File: src/design/lcfr_defines.vh
`ifndef LCFR_DEFINES_VH
`define LCFR_DEFINES_VH

`define LCFR_OFS_FAIRNESS 8'hDC
`define LCFR_OFS_LC_SET 8'hE0
`define LCFR_OFS_LC_CLR 8'hE4
`define LCFR_OFS_CYC_TIMER 8'hF0

`define LCFR_FAIR_RESET 8'h00
`define LCFR_BIT_SOURCE 22
`define LCFR_BIT_MASTER 21
`define LCFR_BIT_TIMER 20
`define LCFR_BIT_PHYPKT 10
`define LCFR_BIT_SELFID 9
`define LCFR_BIT_LOCK 6
`define LCFR_LC_WR_MASK 32'h0070_0640

`define LCFR_CYCLE_COUNTS 12'hC00
`define LCFR_OFFSET_RESET 12'h000
`define LCFR_CNT_RESET 7'h00

`endif

File: src/design/lcfr_cycle_timer.v
`timescale 1ns/1ps
`include "lcfr_defines.vh"

module lcfr_cycle_timer (
  input wire clock_i,            // Core clock.
  input wire srst_i,             // Synchronous reset.
  input wire tick_i,             // One pulse per 24.576 MHz period.
  input wire enable_i,           // Counting enabled.
  input wire ext_source_i,       // Roll on external input.
  input wire ext_event_i,        // External cycle event pulse.
  input wire sync_i,             // Received cycle start resynchronises.
  output reg [11:0] offset_o,    // Cycle offset.
  output reg [6:0] seconds_o,    // Cycle count wraps at 128.
  output reg rollover_o          // One-cycle rollover pulse.
);

  wire internal_roll = (offset_o == `LCFR_CYCLE_COUNTS - 12'd1) && tick_i;
  wire roll = enable_i && (ext_source_i ? ext_event_i : internal_roll);

  always @(posedge clock_i) begin
    if (srst_i) begin
      offset_o <= `LCFR_OFFSET_RESET;
      seconds_o <= `LCFR_CNT_RESET;
      rollover_o <= 1'b0;
    end else begin
      rollover_o <= roll;
      if (sync_i) begin
        offset_o <= `LCFR_OFFSET_RESET;
      end else if (roll) begin
        offset_o <= `LCFR_OFFSET_RESET;
        seconds_o <= seconds_o + 7'd1;
      end else if (enable_i && tick_i && !internal_roll) begin
        offset_o <= offset_o + 12'd1;
      end
    end
  end

endmodule

File: src/design/lcfr_fairness_limiter.v
`timescale 1ns/1ps

module lcfr_fairness_limiter (
  input wire clock_i,            // Core clock.
  input wire srst_i,             // Synchronous reset.
  input wire [7:0] limit_i,      // Requests allowed per interval.
  input wire interval_start_i,   // New fairness interval begins.
  input wire req_i,              // Link wants a priority request.
  output wire grant_o,           // Request may go to the physical layer.
  output reg [7:0] used_o        // Requests already made this interval.
);

  // A limit of zero forbids priority requests entirely.
  assign grant_o = req_i && (used_o < limit_i);

  always @(posedge clock_i) begin
    if (srst_i || interval_start_i) begin
      used_o <= 8'h00;
    end else if (grant_o) begin
      used_o <= used_o + 8'h01;
    end
  end

endmodule

File: src/design/lcfr_regs.v
// The plain strobed port was left to the implementer.
`timescale 1ns/1ps
`include "lcfr_defines.vh"

////////////////////////////////////////////////////////////////////////////////
// Contract
// Fairness bits 31-8 read zero.
// Priority request limit field, read/write, reset zero.
// Link control at set and clear offsets.
// Source bit set: roll on external input.
// Source bit clear: roll after 3072 counts.
// Master and root: send cycle start.
// Not root: accept received cycle starts.
// Overlong cycle event clears master bit.
// Master set ignored while event pending.
// Timer enable counts, otherwise offset holds.
// PHY packets accepted when bit and context.
// Self-ID bit enables self-ID reception.
// Software loads self-ID pointer first.
// Lock forces tag-one filter bit high.
// Lock cleared only by fundamental resets.
// Reserved link control bits read zero.
// Reset clears defined link control bits.
// Fairness register at its own offset.
// Ones set or clear; zeros ignored.
// Reserved bits unaffected by set/clear.
module lcfr_regs (
  input wire clock_i,                 // Core clock, 10 MHz.
  input wire srst_i,                  // Synchronous reset, active high.
  input wire fundamental_reset_n_i,   // Fundamental reset, active low.
  input wire platform_reset_n_i,      // Platform reset, active low.
  input wire [7:0] addr_i,            // Register byte address.
  input wire [31:0] wdata_i,          // Write data.
  input wire wr_i,                    // Write strobe.
  input wire rd_i,                    // Read strobe.
  output reg [31:0] rdata_o,          // Read data, cycle after strobe.
  input wire tick_i,                  // 24.576 MHz count pulse.
  input wire external_cycle_input_i,  // External cycle event pulse.
  input wire node_root_i,             // Node is root.
  input wire cycle_start_rx_i,        // Cycle start packet received.
  input wire overlong_cycle_event_i,  // Overlong cycle event flag level.
  input wire async_receive_enable_i,  // Request receive context running.
  input wire phy_packet_rx_i,         // PHY packet arrived.
  input wire self_id_rx_i,            // Self-ID packet arrived.
  input wire tag_one_sync_filter_i,   // Software filter bit value.
  input wire prio_req_i,              // Link wants priority request.
  input wire interval_start_i,        // Fairness interval begins.
  output wire prio_grant_o,           // Priority request permitted.
  output reg cycle_start_tx_o,        // Send cycle start packet.
  output reg store_phy_packet_o,      // Store PHY packet.
  output reg store_self_id_o,         // Store self-ID packet.
  output wire tag_one_sync_filter_o,  // Effective filter bit.
  output wire [11:0] cycle_offset_o   // Cycle timer offset.
);

  ////////////////////////////////////////////////////////////////////////////////
  reg [7:0] fair_limit_ff;
  reg rollover_source_select_ff;
  reg cycle_master_enable_ff;
  reg timer_count_enable_ff;
  reg accept_phy_packets_ff;
  reg accept_self_identification_ff;
  reg filter_lock_ff;
  reg overlong_prev_ff;
  wire [6:0] cycle_count;
  wire rollover;
  wire [7:0] used_count;

  wire wr_fair = wr_i && (addr_i == `LCFR_OFS_FAIRNESS);
  wire wr_set = wr_i && (addr_i == `LCFR_OFS_LC_SET);
  wire wr_clr = wr_i && (addr_i == `LCFR_OFS_LC_CLR);
  // Only the documented writable bits take part; others are dropped.
  wire [31:0] set_bits = wr_set ? (wdata_i & `LCFR_LC_WR_MASK) : 32'h0000_0000;
  wire [31:0] clr_bits = wr_clr ? (wdata_i & `LCFR_LC_WR_MASK) : 32'h0000_0000;
  wire overlong_rise = overlong_cycle_event_i && !overlong_prev_ff;

  wire [31:0] link_ctrl = {9'h000, rollover_source_select_ff, cycle_master_enable_ff,
                           timer_count_enable_ff, 9'h000, accept_phy_packets_ff,
                           accept_self_identification_ff, 2'b00, filter_lock_ff,
                           6'h00};

  ////////////////////////////////////////////////////////////////////////////////
  always @(posedge clock_i) begin
    if (srst_i) begin
      fair_limit_ff <= `LCFR_FAIR_RESET;
    end else if (wr_fair) begin
      fair_limit_ff <= wdata_i[7:0];
    end
  end

  // Undefined reset bits are cleared to zero for determinism.
  always @(posedge clock_i) begin
    if (srst_i) begin
      rollover_source_select_ff <= 1'b0;
      cycle_master_enable_ff <= 1'b0;
      timer_count_enable_ff <= 1'b0;
      accept_phy_packets_ff <= 1'b0;
      accept_self_identification_ff <= 1'b0;
      overlong_prev_ff <= 1'b0;
    end else begin
      overlong_prev_ff <= overlong_cycle_event_i;
      if (set_bits[`LCFR_BIT_SOURCE]) begin
        rollover_source_select_ff <= 1'b1;
      end else if (clr_bits[`LCFR_BIT_SOURCE]) begin
        rollover_source_select_ff <= 1'b0;
      end
      // Hardware clear wins; a set is refused while the event stands.
      if (overlong_rise || overlong_cycle_event_i) begin
        cycle_master_enable_ff <= 1'b0;
      end else if (set_bits[`LCFR_BIT_MASTER]) begin
        cycle_master_enable_ff <= 1'b1;
      end else if (clr_bits[`LCFR_BIT_MASTER]) begin
        cycle_master_enable_ff <= 1'b0;
      end
      if (set_bits[`LCFR_BIT_TIMER]) begin
        timer_count_enable_ff <= 1'b1;
      end else if (clr_bits[`LCFR_BIT_TIMER]) begin
        timer_count_enable_ff <= 1'b0;
      end
      if (set_bits[`LCFR_BIT_PHYPKT]) begin
        accept_phy_packets_ff <= 1'b1;
      end else if (clr_bits[`LCFR_BIT_PHYPKT]) begin
        accept_phy_packets_ff <= 1'b0;
      end
      if (set_bits[`LCFR_BIT_SELFID]) begin
        accept_self_identification_ff <= 1'b1;
      end else if (clr_bits[`LCFR_BIT_SELFID]) begin
        accept_self_identification_ff <= 1'b0;
      end
    end
  end

  // The lock survives the ordinary reset and any clear write.
  always @(posedge clock_i) begin
    if (!fundamental_reset_n_i || !platform_reset_n_i) begin
      filter_lock_ff <= 1'b0;
    end else if (set_bits[`LCFR_BIT_LOCK]) begin
      filter_lock_ff <= 1'b1;
    end
  end

  assign tag_one_sync_filter_o = filter_lock_ff | tag_one_sync_filter_i;

  ////////////////////////////////////////////////////////////////////////////////
  lcfr_cycle_timer u_timer (
    .clock_i(clock_i),
    .srst_i(srst_i),
    .tick_i(tick_i),
    .enable_i(timer_count_enable_ff),
    .ext_source_i(rollover_source_select_ff),
    .ext_event_i(external_cycle_input_i),
    .sync_i(cycle_start_rx_i && !node_root_i),
    .offset_o(cycle_offset_o),
    .seconds_o(cycle_count),
    .rollover_o(rollover)
  );

  lcfr_fairness_limiter u_fair (
    .clock_i(clock_i),
    .srst_i(srst_i),
    .limit_i(fair_limit_ff),
    .interval_start_i(interval_start_i),
    .req_i(prio_req_i),
    .grant_o(prio_grant_o),
    .used_o(used_count)
  );

  always @(posedge clock_i) begin
    if (srst_i) begin
      cycle_start_tx_o <= 1'b0;
      store_phy_packet_o <= 1'b0;
      store_self_id_o <= 1'b0;
    end else begin
      cycle_start_tx_o <= rollover && cycle_master_enable_ff && node_root_i;
      store_phy_packet_o <= phy_packet_rx_i && accept_phy_packets_ff
                            && async_receive_enable_i;
      store_self_id_o <= self_id_rx_i && accept_self_identification_ff;
    end
  end

  ////////////////////////////////////////////////////////////////////////////////
  // Unmapped addresses read zero.
  always @(posedge clock_i) begin
    if (srst_i) begin
      rdata_o <= 32'h0000_0000;
    end else if (rd_i) begin
      case (addr_i)
        `LCFR_OFS_FAIRNESS: rdata_o <= {24'h00_0000, fair_limit_ff};
        `LCFR_OFS_LC_SET: rdata_o <= link_ctrl;
        `LCFR_OFS_LC_CLR: rdata_o <= link_ctrl;
        `LCFR_OFS_CYC_TIMER: rdata_o <= {used_count, 5'h00, cycle_count, cycle_offset_o};
        default: rdata_o <= 32'h0000_0000;
      endcase
    end else begin
      rdata_o <= 32'h0000_0000;
    end
  end

endmodule

File: config.mk
export PLATFORM = sky130hd
export DESIGN_NAME = lcfr_regs
export DESIGN_NICKNAME = d
export VERILOG_FILES = /design/src/design/lcfr_cycle_timer.v /design/src/design/lcfr_fairness_limiter.v /design/src/design/lcfr_regs.v
export VERILOG_INCLUDE_DIRS = /design/src /design/src/design
export SDC_FILE = /design/constraint.sdc
export NUM_CORES = 1
export LEC_CHECK = 0
export ABC_CLOCK_PERIOD_IN_PS = 2700
export CORE_ASPECT_RATIO = 2
export CORE_MARGIN = 3
export CORE_UTILIZATION = 50
export DETAILED_ROUTE_END_ITERATION = 7
export DONT_BUFFER_PORTS = 1
export PLACE_DENSITY = 0.68
export SYNTH_ARGS = -nofsm -noshare
export SYNTH_HDL_FRONTEND = slang
export SYNTH_SLANG_ARGS = --single-unit
File: constraint.sdc
create_clock -name clock_i -period 2.7 [get_ports clock_i]
set_clock_uncertainty 0.1 [all_clocks]
set_input_delay 0.54 -clock clock_i [delete_from_list [all_inputs] [get_ports clock_i]]
set_output_delay 0.54 -clock clock_i [all_outputs]
set_load 0.05 [all_outputs]
* Word level (Yosys, flattened, before mapping)
Index checks and enable logic that the tools add are counted.
** Cells by class
- Add/sub/neg operators :: 3
- $lt $le $gt $ge :: 1
- Equal/unequal tests :: 5
- Multiplexer cells :: 14
- Bitwise logic cells :: 3
- Reduce and logical (&&, ||, !) cells :: 33
** Operators by type and width (number)
- $pmux 32 s3 :: 1
- $mux 23 :: 2
- $eq 8x8->1 const B :: 4
- $logic_and 1x1->1 :: 15
- $add 12x1->12 const B :: 1
- $eq 12x12->1 const B :: 1
- $mux 1 :: 11
- $reduce_bool 2->1 :: 5
- $add 8x1->8 const B :: 1
- $lt 8x8->1 :: 1
- $add 7x1->7 const B :: 1
- $reduce_or 2->1 :: 3
- $logic_not 1->1 :: 5
- $logic_or 1x1->1 :: 3
- $reduce_or 3->1 :: 1
- $not 1->1 :: 2
- $reduce_and 2->1 :: 1
- $or 1x1->1 :: 1
** Word-level totals
- Bits in registers :: 78
- Input port bits :: 57
- Logic and storage cells :: 75

* Longest topological paths before layout
- Depth after elaboration :: 5
- Gate-level depth with buffers :: 8

* By module
From an unflattened synthesis, not the netlist that was laid out.
** Second synthesis, totals
- Cells, all modules :: 339
- Area total of the unflattened synthesis :: 3308.2 um^2
** Modules (own cells, without submodules)
- lcfr_regs :: instances 1, cells an instance 167, area an instance 1759.2 um^2, sequential area each 940.9 um^2
- lcfr_cycle_timer :: instances 1, cells an instance 106, area an instance 987.2 um^2, sequential area each 400.4 um^2
- lcfr_fairness_limiter :: instances 1, cells an instance 66, area an instance 561.8 um^2, sequential area each 160.2 um^2

* Worst setup path before layout
Ideal clock, no wire load.
- Path kind :: reg-to-output
- From :: register fair_limit_ff[2]
- To :: output port prio_grant_o
- Data arrival time :: 1.866 ns
- Required time :: 2.060 ns
- Path slack :: 0.194 ns
- Cell stages (with the launch flop) :: 7
- Path through :: dfxtp_1 > inv_1 > ha_1 > or4_4 > a21oi_2 > o311ai_0 > inv_1
** Between the ends
- Longest elaborated chain between the ends :: 2
** Ends and longest elaborated chain
- start, declared :: RTL line lcfr_regs.v:57 : reg [7:0] fair_limit_ff;
- start signal, assigned :: RTL line lcfr_regs.v:85 : fair_limit_ff <= `LCFR_FAIR_RESET;
- start signal, assigned :: RTL line lcfr_regs.v:87 : fair_limit_ff <= wdata_i[7:0];
- $lt 8x8->1 :: RTL line lcfr_fairness_limiter.v:14 : assign grant_o = req_i && (used_o < limit_i);
- $logic_and 1x1->1 :: RTL line lcfr_fairness_limiter.v:14
- end, declared :: RTL line lcfr_regs.v:48 : output wire prio_grant_o,
Every way passes these cells.

* Worst setup path in the final report
Ends and elaborated chain as after synthesis.

==> impl_metrics.yaml <==
status:
  status: "finished, final reports clean"
pwr:
  p_leak_uw: 0.001472
  power_density_nw_per_um2: 702.8
  ir_worst_vdd_mv: 0.4317
logic_synthesis:
  synth_edf_count: 0
  yosysSeqAreaShare_pct: 48.35
  ys_top_cells_by_area: "dfxtp_1 (48%), and3_1 (5.4%), nor2_1 (4.4%), xor2_1 (4.2%), ha_1 (4.0%)"
  synth_area_leader_cell: "dfxtp_1"
  yosys_register_bits: 75
  yosys_warnings: 0
  synthArstFlopShare_pct: 0
  syn_area_per_cell_um2: 9.161
  netlist_area_um2: 3105
  synth_top_area_share_pct: 48.35
  ys_types: 50
  synth_ff_type: "dfxtp_1"
  synth_cells: 339
place:
  place.gp.congestion: 0.8455
  hpwl_um: 5679
  portBuffers: 0
die:
  start_util_pct: 51.71
  fp-row-count: 40
  die-width_um: 61.73
  io_pins: 106
  core_um2: 6006
  die_area_um2: 7250
  die_y_um: 117.5
route:
  first_pass_iters: 4
  drc: 0
  first_iter_violations: 174
  drtAntennaViolNets: 0
  wl_per_cell_um: 18.53
  vias: 2538
  avgViaCountPerCell: 6.014
  routed_wl_um: 7821
global_route:
  antenna_found_initial: 0
  grt_max_degree: 30
  gr-usage-all-layers_pct: 22.79
  grt_pass1_vias: 2558
  grt_remaining_overflow: 0
  grt_pass1_wl_um: 12220
cells_and_area:
  drive_gt1_share_pct: 14.48
  final_cell_mix: "dfxtp_1 (71), nor2_1 (36), and3_1 (27)"
  diodes: 0
  final_core_util_pct: 61.38
  final_nets: 421
  layout_commonest_cell: "dfxtp_1"
  syn2layout_area_growth_pct: 18.69
timing:
  hold_viol: 0
  finalCritPeriodShare_pct: 97.93
  period_needed_ps: 2644
  tightest_slew_ps: 1099
  max_freq_ghz: 0.3782
  maxSlewViolCount: 0
  fin_tns_setup_ps: 0
  slew_headroom_pct: 26.57
  setup_viol: 0
cts:
  cts_sinks: 75
  clockBufferDepth: 2
  cts_inserted_buffers: 9
  cts_tree: "done"
  clock_latency_ps: 340
  htreeDepth: 3
  clock-root-buffer: "clkbuf_16"
  clkTransAtPathRegs_ps: 60
critical_path:
  start_kind: "flop"
  cpPeakStageDelay_ps: 530
  critical-path-top-delay-family: "simple AND/OR/NAND/NOR gates"
  crit_fanout: 3
  cp.required_ps: 2060
  crit_type: "reg2out"
  cp_cell_sequence: "inv_1 > ha_1 > or4_4 > a21oi_4 > o311ai_4 > inv_1 > buf_6"
  cp.arrival_ps: 2000
  critPathSlowestCell: "or4_4"
  worst_setup_path_end_kind: "output pin"
  critPathMostFrequentCell: "inv_1"
  crit_buf_inv: 3
worst_hold_path:
  hold_path.class: "in2reg"
job:
  drv_cap: 0
==> kinds of logic (layout without fill, tap and decap cells) <==
group | count (synthesis) | count (layout) | synth area share (%)
buffers and inverters | 32 | 51 | 4.351
muxes | 2 | 2 | 0.6447
and+or+nand+nor | 144 | 144 | 25.75
AOI/OAI and AO/OA | 57 | 57 | 11.68
adders and majority gates | 10 | 10 | 4.029
other | 1 | 2 | 0.1208
xor gates and xnor gates | 18 | 18 | 5.077
DFF | 75 | 75 | 48.35
==> final cells by class <==
cell class,count,area (µm²)
clock buffer,9,225.2
clock inverter,7,138.9
fill,520,2320
inverter,12,45.04
multi-input combinational,233,1515
sequential,75,1506
tap,63,78.83
timing repair buffer,23,176.4
==> registers in the layout (all words and copies together) (netlist names) <==
register	flops
filter_lock_ff	1
cycle_master_enable_ff	1
u_timer.seconds_o	7
u_fair.used_o	8
timer_count_enable_ff	1
accept_self_identification_ff	1
u_timer.offset_o	12
store_self_id_o	1
u_timer.rollover_o	1
accept_phy_packets_ff	1
store_phy_packet_o	1
fair_limit_ff	8
rollover_source_select_ff	1
cycle_start_tx_o	1
rdata_o	30
==> report_power, final <==
group / leakage, µW / switching (µW) / total [µW] / internal [µW]
logic: 0.000687 / 27.5 / 36.6 / 9.08
clock network: 0.000180 / 451 / 1450 / 995
registers: 0.000606 / 0.400 / 1110 / 1110
total: 0.00147 / 479 / 2590 / 2110
==> repair_timing <==
action / CTS / global route
buffers inserted: 0 / 2
gates resized for setup: 6 / 5
hold endpoints to repair: 0 / 0
pin swaps: 0 / 2
hold buffers: 0 / 0
setup endpoints to repair: 1 / 1
cloned: 0 / 0
==> routing by layer <==
metal	track usage [%]	vias up	part of all wire [%]
met4	14.34	0	3.8
met1	22.21	1211	33
li1	-	1228	-
met5	0	-	0
met2	40.16	77	58
met3	4.610	22	5.4
==> Yosys cell counts (4+ instances only) <==
master	n
dfxtp_1	75
nor2_1	36
and3_1	27
nand2_1	22
a21oi_1	20
xor2_1	15
nand3_1	13
inv_1	12
clkbuf_1	11
ha_1	10
a22oi_1	9
nand4_1	8
o21ai_0	7
or3_1	6
buf_2	5
a311oi_1	4
and4b_1	4
o211ai_1	4
==> final timing paths <==
check / start / end / slack [ps] / cells after the start
max reg2reg: fair_limit_ff[2] / u_fair.used_o[3] / 440 / 8
min reg2reg: accept_self_identification_ff / store_self_id_o / 360 / 2
min: srst_i / store_self_id_o / 170 / 1
max: fair_limit_ff[2] / prio_grant_o / 60 / 7
==> stage by stage <==
step	cell area [µm²]	setup slack (ps)	cells	total power, µW	hold WS [ps]
CTS	3643	3.046	420	2606	159.5
floorplan	3109	193.6	340	1173	322.1
global route	3686	-0.8713	422	2652	158.8
detailed placement	3262	196.4	404	1168	359.4
global placement	3262	229.6	404	1167	351.7
finish	3686	55.98	422	2590	169.8
Power figures use the tool's default switching activity.
